==> src/rtl/ialu_params.svh <==
// Notes on behaviour
// - add_const_wrap: sign-extend 16-bit constant, add to A mod 2^32, no trap.
// - add_wrap decoded from opcode 000000, function 100001, bits 10..6 zero.
// - add_wrap writes 32-bit sum of both sources to destination, never traps.
// - pair_byte_align merges float_src_a, float_src_b halves for any nonzero count; zero copies a.
// - count 4: big-endian a low, b high; little-endian b low, a high.
// - pair_byte_align is a plain move raising no floating-point exceptions.
// - pair_byte_align traps unusable coprocessor or reserved instruction when unsupported.
// - register AND from opcode 000000, function 100100, writes A and B, no trap.
// - and_const zero-extends 16-bit constant, ANDs with A, writes register B.
// - unconditional branch runs as equal_test_jump r0,r0 and is always taken.
// - target is delay-slot address plus sign-extended offset shifted left two.
// - call_relative runs as nonneg_call on r0 and is always taken.
// - call_relative writes branch address plus 8 into register 31.
`ifndef IALU_PARAMS_SVH
`define IALU_PARAMS_SVH
`define IALU_OP_SPECIAL   6'h00
`define IALU_OP_REGIMM    6'h01
`define IALU_OP_EQ_JUMP   6'h04
`define IALU_OP_ADD_CONST 6'h09
`define IALU_OP_AND_CONST 6'h0c
`define IALU_OP_COP1X     6'h13
`define IALU_FN_ADD_WRAP  6'h21
`define IALU_FN_AND       6'h24
`define IALU_FN_ALIGN     6'h1e
`define IALU_RI_NONNEG    5'h11
`define IALU_ZERO_REG     5'h00
`define IALU_LINK_REG     5'h1f
`define IALU_LINK_OFS     32'h0000_0008
`define IALU_SLOT_OFS     32'h0000_0004
`define IALU_ALIGN_HALF   3'h4
`define IALU_ALIGN_NONE   3'h0
`endif

==> src/rtl/ialu_pkg.sv <==
package ialu_pkg;
   typedef struct packed {
      logic        valid;
      logic [31:0] instr;
      logic [31:0] pc;
      logic [31:0] src_a;
      logic [31:0] src_b;
      logic [63:0] float_src_a;
      logic [63:0] float_src_b;
   } ialu_issue_type;

   typedef struct packed {
      logic        valid;
      logic        gpr_we;
      logic [4:0]  gpr_idx;
      logic [31:0] gpr_data;
      logic        fpr_we;
      logic [4:0]  fpr_idx;
      logic [63:0] fpr_data;
      logic        cop_unusable;
      logic        reserved_instr;
   } ialu_result_type;

   typedef struct packed {
      logic        valid;
      logic [31:0] target;
   } ialu_redirect_type;

   typedef enum logic [0:0] {IALU_RUN, IALU_SLOT} ialu_state_type;
endpackage

==> src/rtl/ialu_slice.sv <==
`timescale 1ns/10ps
`include "ialu_params.svh"
module ialu_slice (
   input  wire logic                        ref_clk_i,
   input  wire logic                        nrst_i,
   input  wire ialu_pkg::ialu_issue_type    issue_i,
   input  wire logic                        cop1_enable_i,
   input  wire logic                        pair_support_i,
   input  wire logic                        big_endian_i,
   output      ialu_pkg::ialu_result_type   result_o,
   output      ialu_pkg::ialu_redirect_type redirect_o
);
   ialu_pkg::ialu_result_type   res_q,   res_d;
   ialu_pkg::ialu_redirect_type redir_q, redir_d;
   ialu_pkg::ialu_state_type    state_q, state_d;
   logic [31:0]                 tgt_q,   tgt_d;

   logic [5:0]  opc, fn;
   logic [4:0]  ra, rb, rd, sh, fdst;
   logic [15:0] imm;
   logic [31:0] sx_imm, zx_imm, br_ofs;
   logic [2:0]  cnt;
   logic        is_branch;

   assign opc    = issue_i.instr[31:26];
   assign ra     = issue_i.instr[25:21];
   assign rb     = issue_i.instr[20:16];
   assign rd     = issue_i.instr[15:11];
   assign sh     = issue_i.instr[10:6];
   assign fn     = issue_i.instr[5:0];
   assign fdst   = issue_i.instr[10:6];
   assign imm    = issue_i.instr[15:0];
   assign sx_imm = {{16{imm[15]}}, imm};
   assign zx_imm = {16'h0000, imm};
   assign br_ofs = {{14{imm[15]}}, imm, 2'b00};
   assign cnt    = issue_i.src_a[2:0];
   // only the r0 forms are always taken
   assign is_branch = issue_i.valid && (ra == `IALU_ZERO_REG) &&
                      ((opc == `IALU_OP_EQ_JUMP && rb == `IALU_ZERO_REG) ||
                       (opc == `IALU_OP_REGIMM && rb == `IALU_RI_NONNEG));

   ////////////////////////////////////////////////////////////////////////
   always_comb begin
      res_d        = '0;
      res_d.valid  = issue_i.valid;
      redir_d      = '0;
      state_d      = state_q;
      tgt_d        = tgt_q;
      if (issue_i.valid) begin
         case (opc)
            `IALU_OP_ADD_CONST: begin
               res_d.gpr_we   = 1'b1;
               res_d.gpr_idx  = rb;
               res_d.gpr_data = issue_i.src_a + sx_imm;
            end
            `IALU_OP_AND_CONST: begin
               res_d.gpr_we   = 1'b1;
               res_d.gpr_idx  = rb;
               res_d.gpr_data = issue_i.src_a & zx_imm;
            end
            `IALU_OP_SPECIAL: begin
               if (fn == `IALU_FN_ADD_WRAP && sh == `IALU_ZERO_REG) begin
                  res_d.gpr_we   = 1'b1;
                  res_d.gpr_idx  = rd;
                  res_d.gpr_data = issue_i.src_a + issue_i.src_b;
               end else if (fn == `IALU_FN_AND && sh == `IALU_ZERO_REG) begin
                  res_d.gpr_we   = 1'b1;
                  res_d.gpr_idx  = rd;
                  res_d.gpr_data = issue_i.src_a & issue_i.src_b;
               end
            end
            `IALU_OP_COP1X: begin
               if (fn == `IALU_FN_ALIGN) begin
                  if (!cop1_enable_i) begin
                     res_d.cop_unusable = 1'b1;
                  end else if (!pair_support_i) begin
                     res_d.reserved_instr = 1'b1;
                  end else begin
                     // plain move, no fp flags produced
                     res_d.fpr_we  = 1'b1;
                     res_d.fpr_idx = fdst;
                     if (cnt == `IALU_ALIGN_NONE) begin
                        res_d.fpr_data = issue_i.float_src_a;
                     end else if (big_endian_i) begin
                        res_d.fpr_data = {issue_i.float_src_a[31:0],
                                          issue_i.float_src_b[63:32]};
                     end else begin
                        res_d.fpr_data = {issue_i.float_src_b[31:0],
                                          issue_i.float_src_a[63:32]};
                     end
                  end
               end
            end
            `IALU_OP_REGIMM: begin
               if (is_branch) begin
                  res_d.gpr_we   = 1'b1;
                  res_d.gpr_idx  = `IALU_LINK_REG;
                  res_d.gpr_data = issue_i.pc + `IALU_LINK_OFS;
               end
            end
            default: begin
            end
         endcase
      end
      case (state_q)
         ialu_pkg::IALU_RUN: begin
            if (is_branch) begin
               tgt_d   = issue_i.pc + `IALU_SLOT_OFS + br_ofs;
               state_d = ialu_pkg::IALU_SLOT;
            end
         end
         ialu_pkg::IALU_SLOT: begin
            if (issue_i.valid) begin
               redir_d.valid  = 1'b1;
               redir_d.target = tgt_q;
               state_d        = ialu_pkg::IALU_RUN;
            end
         end
         default: state_d = ialu_pkg::IALU_RUN;
      endcase
   end

   always_ff @(posedge ref_clk_i or negedge nrst_i) begin
      if (!nrst_i) begin
         res_q   <= '0;
         redir_q <= '0;
         state_q <= ialu_pkg::IALU_RUN;
         tgt_q   <= 32'h0000_0000;
      end else begin
         res_q   <= res_d;
         redir_q <= redir_d;
         state_q <= state_d;
         tgt_q   <= tgt_d;
      end
   end

   assign result_o   = res_q;
   assign redirect_o = redir_q;

   ////////////////////////////////////////////////////////////////////////
   add_const_sum_a: assert property (@(posedge ref_clk_i) disable iff (!nrst_i)
      issue_i.valid && opc == `IALU_OP_ADD_CONST |=> result_o.gpr_we &&
      result_o.gpr_data == $past(issue_i.src_a) + {{16{$past(imm[15])}}, $past(imm)})
      else $error("add_const_wrap sum wrong");
   add_wrap_sum_a: assert property (@(posedge ref_clk_i) disable iff (!nrst_i)
      issue_i.valid && opc == `IALU_OP_SPECIAL && fn == `IALU_FN_ADD_WRAP &&
      sh == `IALU_ZERO_REG
      |=> result_o.gpr_idx == $past(rd) &&
          result_o.gpr_data == $past(issue_i.src_a) + $past(issue_i.src_b))
      else $error("add_wrap sum wrong");
   add_no_trap_a: assert property (@(posedge ref_clk_i) disable iff (!nrst_i)
      issue_i.valid && (opc == `IALU_OP_SPECIAL || opc == `IALU_OP_ADD_CONST)
      |=> !result_o.cop_unusable && !result_o.reserved_instr)
      else $error("wrapping add raised a trap");
   add_wrap_shift_a: assert property (@(posedge ref_clk_i) disable iff (!nrst_i)
      issue_i.valid && opc == `IALU_OP_SPECIAL && sh != `IALU_ZERO_REG |=> !result_o.gpr_we)
      else $error("nonzero shift field accepted");
   and_reg_a: assert property (@(posedge ref_clk_i) disable iff (!nrst_i)
      issue_i.valid && opc == `IALU_OP_SPECIAL && fn == `IALU_FN_AND && sh == `IALU_ZERO_REG
      |=> result_o.gpr_data == ($past(issue_i.src_a) & $past(issue_i.src_b)))
      else $error("register and wrong");
   and_const_zext_a: assert property (@(posedge ref_clk_i) disable iff (!nrst_i)
      issue_i.valid && opc == `IALU_OP_AND_CONST |=> result_o.gpr_data[31:16] == 16'h0000 &&
      result_o.gpr_idx == $past(rb))
      else $error("and_const not zero extended");
   and_const_val_a: assert property (@(posedge ref_clk_i) disable iff (!nrst_i)
      issue_i.valid && opc == `IALU_OP_AND_CONST
      |=> result_o.gpr_we &&
          result_o.gpr_data == ($past(issue_i.src_a) & {16'h0000, $past(imm)}))
      else $error("and_const value wrong");
   result_pulse_a: assert property (@(posedge ref_clk_i) disable iff (!nrst_i)
      1'b1 |=> result_o.valid == $past(issue_i.valid))
      else $error("result valid not one per issue");
   align_swap_a: assert property (@(posedge ref_clk_i) disable iff (!nrst_i)
      issue_i.valid && opc == `IALU_OP_COP1X && fn == `IALU_FN_ALIGN && cop1_enable_i &&
      pair_support_i && cnt == `IALU_ALIGN_HALF
      |=> result_o.fpr_we && result_o.fpr_data == ($past(big_endian_i) ?
          {$past(issue_i.float_src_a[31:0]), $past(issue_i.float_src_b[63:32])} :
          {$past(issue_i.float_src_b[31:0]), $past(issue_i.float_src_a[63:32])}))
      else $error("align count four wrong");
   align_no_exc_a: assert property (@(posedge ref_clk_i) disable iff (!nrst_i)
      issue_i.valid && opc == `IALU_OP_COP1X && fn == `IALU_FN_ALIGN && cop1_enable_i &&
      pair_support_i |=> !result_o.cop_unusable && !result_o.reserved_instr)
      else $error("align move raised a trap");
   align_reserved_a: assert property (@(posedge ref_clk_i) disable iff (!nrst_i)
      issue_i.valid && opc == `IALU_OP_COP1X && fn == `IALU_FN_ALIGN && cop1_enable_i &&
      !pair_support_i |=> result_o.reserved_instr && !result_o.fpr_we)
      else $error("unsupported align not trapped");
   jump_no_write_a: assert property (@(posedge ref_clk_i) disable iff (!nrst_i)
      is_branch && opc == `IALU_OP_EQ_JUMP |=> result_o.valid && !result_o.gpr_we)
      else $error("plain branch wrote a register");
   call_link_we_a: assert property (@(posedge ref_clk_i) disable iff (!nrst_i)
      is_branch && opc == `IALU_OP_REGIMM |=> result_o.gpr_we)
      else $error("call did not link");
   align_zero_a: assert property (@(posedge ref_clk_i) disable iff (!nrst_i)
      ##1 $past(issue_i.valid) && result_o.fpr_we && $past(cnt) == 3'h0
      |-> result_o.fpr_data == $past(issue_i.float_src_a))
      else $error("align count zero not copy");
   align_trap_a: assert property (@(posedge ref_clk_i) disable iff (!nrst_i)
      issue_i.valid && opc == `IALU_OP_COP1X && fn == `IALU_FN_ALIGN && !cop1_enable_i
      |=> result_o.cop_unusable && !result_o.fpr_we)
      else $error("disabled coprocessor not trapped");
   link_addr_a: assert property (@(posedge ref_clk_i) disable iff (!nrst_i)
      is_branch && opc == `IALU_OP_REGIMM |=> result_o.gpr_idx == `IALU_LINK_REG &&
      result_o.gpr_data == $past(issue_i.pc) + `IALU_LINK_OFS)
      else $error("link address wrong");
   slot_redir_a: assert property (@(posedge ref_clk_i) disable iff (!nrst_i)
      is_branch && state_q == ialu_pkg::IALU_RUN |=> !redirect_o.valid)
      else $error("redirect before delay slot");
   branch_target_a: assert property (@(posedge ref_clk_i) disable iff (!nrst_i)
      is_branch && state_q == ialu_pkg::IALU_RUN ##1 issue_i.valid
      |=> redirect_o.valid &&
          redirect_o.target == $past(issue_i.pc, 2) + `IALU_SLOT_OFS + $past(br_ofs, 2))
      else $error("branch target wrong");
endmodule

==> config.mk <==
export PLATFORM = sky130hd
export DESIGN_NAME = ialu_slice
export DESIGN_NICKNAME = d
export VERILOG_FILES = /design/src/rtl/ialu_pkg.sv /design/src/rtl/ialu_slice.sv
export VERILOG_INCLUDE_DIRS = /design/src /design/src/rtl
export SDC_FILE = /design/constraint.sdc
export NUM_CORES = 1
export LEC_CHECK = 0
export ABC_AREA = 1
export BUFFER_PORTS_ARGS = -buffer_cell sky130_fd_sc_hd__buf_2
export CORE_UTILIZATION = 40
export DETAILED_ROUTE_END_ITERATION = 10
export GPL_ROUTABILITY_DRIVEN = 0
export PLACE_DENSITY = 0.74
export SLEW_MARGIN = 10
export SYNTH_ARGS = -nofsm -noshare
export SYNTH_HDL_FRONTEND = slang
export SYNTH_SLANG_ARGS = --single-unit
==> constraint.sdc <==
create_clock -name ref_clk_i -period 1.1 [get_ports ref_clk_i]
set_clock_uncertainty 0.15 [all_clocks]
set_input_delay 0.33 -clock ref_clk_i [delete_from_list [all_inputs] [get_ports ref_clk_i]]
set_output_delay 0.33 -clock ref_clk_i [all_outputs]
set_load 0.005 [all_outputs]
==> results of run 1 <==
-- routing by layer --
layer,overflow,global-route usage [%]
met2,19,90.1
met1,1,70.2
met4,12,70.5
met3,1,61.4
met5,0,27.4
-- cell families after synthesis --
kind of cell / Yosys count
AND/OR/NAND/NOR: 1211
buffers and inverters: 410
AO/OA/AOI/OAI: 355
flip-flops: 177
adder cells (fa/ha/maj): 124
multiplexers: 64
XOR/XNOR: 30
-- stage by stage --
stage | setup WS, ns | TNS [ns]
detailed placement | -1.58 | -175.04
CTS | -0.735 | -130.50
floorplan | -1.13 | -76.33
global placement | -1.52 | -171.46
-- cells in the mapped netlist (all sizes together), types with 2 or more instances --
library cell	count	area share (%)
nor3	30	1.1
nor3b	2	0.095
clkbuf	37	0.88
o21ai	115	3.7
o31ai	2	0.13
nor2	225	5.7
nand4	35	1.7
a31oi	6	0.33
buf	24	1.1
o21bai	4	0.19
xor2	13	0.72
dfrtp	177	28
o211ai	6	0.28
ha	121	9.6
nand3	235	7.6
mux2	64	4.6
and2	4	0.16
nand3b	5	0.24
clkinv	2	0.055
a22oi	3	0.14
nand2	654	16
fa	3	0.38
or2	11	0.44
o221ai	2	0.11
nor4	9	0.40
o21a	4	0.19
inv	347	8.3
a21o	5	0.24
xnor2	17	0.94
a21oi	202	6.7
-- timing repair --
item | CTS
setup endpoints to repair | 287
gates resized for setup | 703
buffers inserted | 76
hold buffers | 16
endpoints found under the hold margin | 192
gates cloned | 12
pin swaps | 253
==> results.py, run 1 <==
metrics = {
    "clock_network": {
        "cts.sink_count": 177,
        "cts_root_buffer": "clkbuf_16",
        "h-tree-depth": 4,
        "cts_buffer_depth": 2,
        "cts_buffers": 17,
    },
    "logic_synthesis": {
        "synthFlopType": "dfrtp_1",
        "syn-mean-instance-area_um2": 6.67,
        "synth_edf_count": 0,
        "synth_top_family_by_area": "simple AND/OR/NAND/NOR gates",
        "ys_seq_elements": 177,
        "synth_area_mm2": 0.0158,
        "synth_xor_area_share_pct": 1.66,
        "async_flop_share_pct": 100,
        "synth_compound_area_share_pct": 12.3,
        "synth_cell_types": 62,
        "yosysSeqAreaShare_pct": 28.0,
        "synthSimpleGateAreaFrac_pct": 33.2,
        "synthMuxAreaShare_pct": 4.56,
        "syn_nets": 2757,
        "synthCells": 2371,
        "synthAdderAreaFrac_pct": 9.96,
        "yosysWarningCount": 0,
    },
    "outcome": {
        "flow.stopped_at": "5_1_grt",
        "error": "[ERROR GRT-0232] Routing congestion too high. Check the congestion heatmap in the GUI.",
        "status": "stopped before the end",
    },
    "place": {
        "post-dp-hpwl_um": 55700,
        "dpl_cell_area_mm2": 0.0237,
        "dp_cells": 3703,
        "io_buffers": 405,
    },
    "sta": {
        "worst-endpoint-pin-kind": "sequential cell input",
        "grt-worst-endpoint": "result_o[89]$_DFF_PN0_/D",
    },
    "floorplanning": {
        "die_x_um": 201,
        "die_y_um": 201,
        "io_pins": 406,
        "rows": 72,
        "start_util_pct": 40.7,
    },
    "grt": {
        "grt_max_degree": 48,
        "grt_usage_pct": 72.7,
        "overflow": 33,
    },
}
==> inputs of run 2 (changes only) <==
--- a/config.mk
+++ b/config.mk
@@ -8,10 +8,10 @@
 export LEC_CHECK = 0
 export ABC_AREA = 1
 export BUFFER_PORTS_ARGS = -buffer_cell sky130_fd_sc_hd__buf_2
-export CORE_UTILIZATION = 40
+export CORE_UTILIZATION = 25
 export DETAILED_ROUTE_END_ITERATION = 10
 export GPL_ROUTABILITY_DRIVEN = 0
-export PLACE_DENSITY = 0.74
+export PLACE_DENSITY_LB_ADDON = 0.15
 export SLEW_MARGIN = 10
 export SYNTH_ARGS = -nofsm -noshare
 export SYNTH_HDL_FRONTEND = slang
==> constraint.sdc (replaced) <==
create_clock -name ref_clk_i -period 1.43 [get_ports ref_clk_i]
set_clock_uncertainty 0.15 [all_clocks]
set_input_delay 0.429 -clock ref_clk_i [delete_from_list [all_inputs] [get_ports ref_clk_i]]
set_output_delay 0.429 -clock ref_clk_i [all_outputs]
set_load 0.005 [all_outputs]
==> run 2 against run 1 <==
The flow now finishes, with violations (setup timing). Area after synthesis stayed put. Synthesized cell count stayed put.
==> results.py, run 2 <==
metrics = {
    "hold_path": {
        "worstHoldStart": "issue_i[74]",
        "hold_path_class": "input pin to register",
    },
    "logic_synthesis": {
        "async_flop_share_pct": 100,
        "yosysWarningCount": 0,
        "synth_edf_count": 0,
        "yosysTopAreaCell": "dfrtp_1",
        "synthCells": 2371,
        "yosysSeqAreaShare_pct": 28.0,
        "synth_area_mm2": 0.0158,
        "synth_cell_types": 62,
        "yosysMostFrequentCell": "nand2_1",
        "syn_nets": 2757,
        "ys_top_cells_by_count": "nand2_1, inv_1, nand3_1",
        "synth_top_area_share_pct": 28.0,
        "synth.area.top_cells": "dfrtp_1, nand2_1, ha_1",
        "syn-mean-instance-area_um2": 6.67,
        "synthFlopType": "dfrtp_1",
        "ys_seq_elements": 177,
    },
    "setup_path": {
        "critPathLaunch": "issue_i[239]",
        "crit_slowest_cell": "ha_4",
        "critical_path_required_ns": 1.66,
        "worst_setup_path_endpoint": "tgt_q[30]$_DFFE_PN0P_",
        "endpoint_kind": "register",
        "ff2ff_setup_slack_ns": 0.15,
        "reg2regPathDepth": 6,
        "r2r-start": "state_q$_DFF_PN0_",
        "worstSetupPathType": "input pin to register",
        "arrival_ns": 2.28,
        "cp_cell_sequence": "buf_16, buf_8, ha_4, ha_4, nand2_4, nor3_4, nand2_2, nor4_4, nand2_1, nand2_1, xor2_1, o21ai_1",
        "startpoint_type": "input pin",
        "cp_max_fo": 7,
        "r2r-end": "tgt_q[2]$_DFFE_PN0P_",
        "worst_path_largest_cell_delay_ns": 0.29,
    },
    "cells_and_area": {
        "syn_to_final_growth_pct": 91.3,
        "largest_register_ffs": 111,
        "final_common_cell": "nand2_1",
        "most-common-layout-cells": "nand2_1, buf_4, buf_2, inv_1, dfrtp_1",
        "fin_nets": 3695,
        "antennaDiodeCount": 0,
        "n_fill_cell": 5972,
        "drive_gt1_share_pct": 57.1,
    },
    "grt": {
        "grt_pass1_vias": 19500,
        "grt_usage_pct": 23.8,
        "overflow": 0,
        "antenna_found_initial": 2,
        "grt_max_degree": 42,
        "grt_pass1_wl_um": 114000,
    },
    "route": {
        "wl_per_cell_um": 19.1,
        "antenna_left": 0,
        "routed_wirelength_um": 79600,
        "vias": 19700,
        "post-route-drc-count": 0,
        "drt_iter0_drc": 1270,
        "drtPass1Iterations": 5,
        "via_per_inst": 4.74,
    },
    "clock_network": {
        "clock_latency_ns": 0.50,
        "tritoncts": "built",
        "cts_root_buffer": "clkbuf_16",
        "h-tree-depth": 4,
        "path_clk_slew_ns": 0.08,
        "cts_buffers": 17,
        "cts.sink_count": 177,
        "cts_buffer_depth": 2,
    },
    "place": {
        "io_buffers": 405,
        "post-place-ws_ns": -1.53,
        "post-dp-hpwl_um": 61700,
    },
    "pwr": {
        "p_sw_uw": 7290,
        "p_clk_share_pct": 28.0,
        "powerDensity_mw_per_mm2": 637,
        "p_total_uw": 19300,
        "p_leak_uw": 0.0148,
        "pwr-share-seq_pct": 26.0,
        "combPwrFrac_pct": 46.0,
        "switching_share_pct": 37.9,
        "ir_worst_vdd_mv": 0.831,
        "p_int_uw": 12000,
    },
    "floorplanning": {
        "io_pins": 406,
        "core-area_mm2": 0.0621,
        "die_area_mm2": 0.0642,
        "die_y_um": 253,
        "start_util_pct": 25.5,
        "die_x_um": 253,
        "rows": 91,
    },
    "sta": {
        "fmax_mhz": 487,
        "rsz0062_at_grt": "yes",
        "hold_viol": 0,
        "fin_tns_setup_ns": -68.23,
        "max_slew_margin_pct": 70.8,
        "worst_pin_slew_ns": 0.438,
        "period_needed_ns": 2.05,
        "layout_worst_path_cycle_share_pct": 143,
        "finalSetupViolCount": 284,
        "finalMaxSlewViolations": 0,
        "setup_ws_ns": -0.622,
    },
    "job": {
        "drv_cap": 0,
    },
    "outcome": {
        "failed_checks": "setup timing",
        "status": "complete, but fails checks",
    },
}
[run 2: cell families after synthesis]
logic type / after synthesis / synth area share, %
and+or+nand+nor: 1211 / 33.2
buffers and inverters: 410 / 10.3
AOI/OAI and AO/OA: 355 / 12.3
DFF: 177 / 28.0
adders and majority gates: 124 / 9.96
muxes: 64 / 4.56
xor gates and xnor gates: 30 / 1.66
[run 2: cell type report]
cell class              count  area (um^2)  area share (%)
multi-input cells        1784        14800            49.0
repair buffers            979         7870            26.0
flip-flops and latches    177         4430            14.7
inverters                 349         1420            4.68
well taps                 837         1050            3.46
clock buffers              17          425            1.41
clock inverters            15          229           0.757
repair inverters            1         16.3          0.0538
[run 2: worst min path at each step]
stage / depth (start not counted) / slack (ns) / endpoint
floorplan: 0 / -0.02 / redirect_o[0]$_DFF_PN0_
global placement: 1 / 0.19 / result_o[61]$_DFF_PN0_
detailed placement: 1 / 0.19 / result_o[61]$_DFF_PN0_
CTS: 3 / 0.005 / result_o[12]$_DFF_PN0_
global route: 3 / 0.04 / result_o[29]$_DFF_PN0_
finish: 3 / 0.06 / result_o[12]$_DFF_PN0_
[run 2: routing by layer]
metal  global-route usage, %  vias to the layer above  part of all wire, %
li1                        -                     9624                    -
met1                    28.3                     9348                   41
met2                    41.4                      599                   50
met3                    3.38                      119                  4.6
met4                    12.1                        4                  4.4
met5                       0                        -                0.030
[run 2: worst max-delay path, delay by kind of cell]
kind	cells	cell delay, ns
buffers and inverters	2	0.27
adders and majority gates	2	0.51
xor gates and xnor gates	1	0.15
and+or+nand+nor	6	0.82
AOI/OAI and AO/OA	1	0.09
[run 2: what timing repair did]
| action | 4_1_cts | 5_1_grt |
|---|---|---|
| pin swaps | 192 | 270 |
| setup endpoints to repair | 283 | 285 |
| setup buffers | 73 | 61 |
| cloned | 11 | 4 |
| endpoints found under the hold margin | 179 | 0 |
| hold buffers | 3 | 0 |
| gates resized for setup | 718 | 373 |
[run 2: per-stage QoR]
| step | instances | util [%] | hold WS, ns | area [um^2] |
|---|---|---|---|---|
| finish | 4159 | 48.7 | 0.0642 | 30200 |
| global route | 4159 | 48.7 | 0.0350 | 30200 |
| CTS | 4115 | 45.8 | 0.00500 | 28400 |
| detailed placement | 4006 | 38.7 | 0.189 | 24000 |
| global placement | 4006 | 38.7 | 0.192 | 24000 |
| floorplan | 2371 | - | -0.0166 | 17600 |
[run 2: power by group through the flow]
| stage | logic [uW] | registers, uW | clock network [uW] |
|---|---|---|---|
| finish | 8860 | 5010 | 5400 |
| global route | 9500 | 5010 | 5770 |
| CTS | 7910 | 5010 | 5600 |
| detailed placement | 6430 | 5110 | 0 |
| global placement | 6400 | 5110 | 0 |
| floorplan | 3330 | 5110 | 0 |
Note: power is estimated with default switching activity, not from simulation.
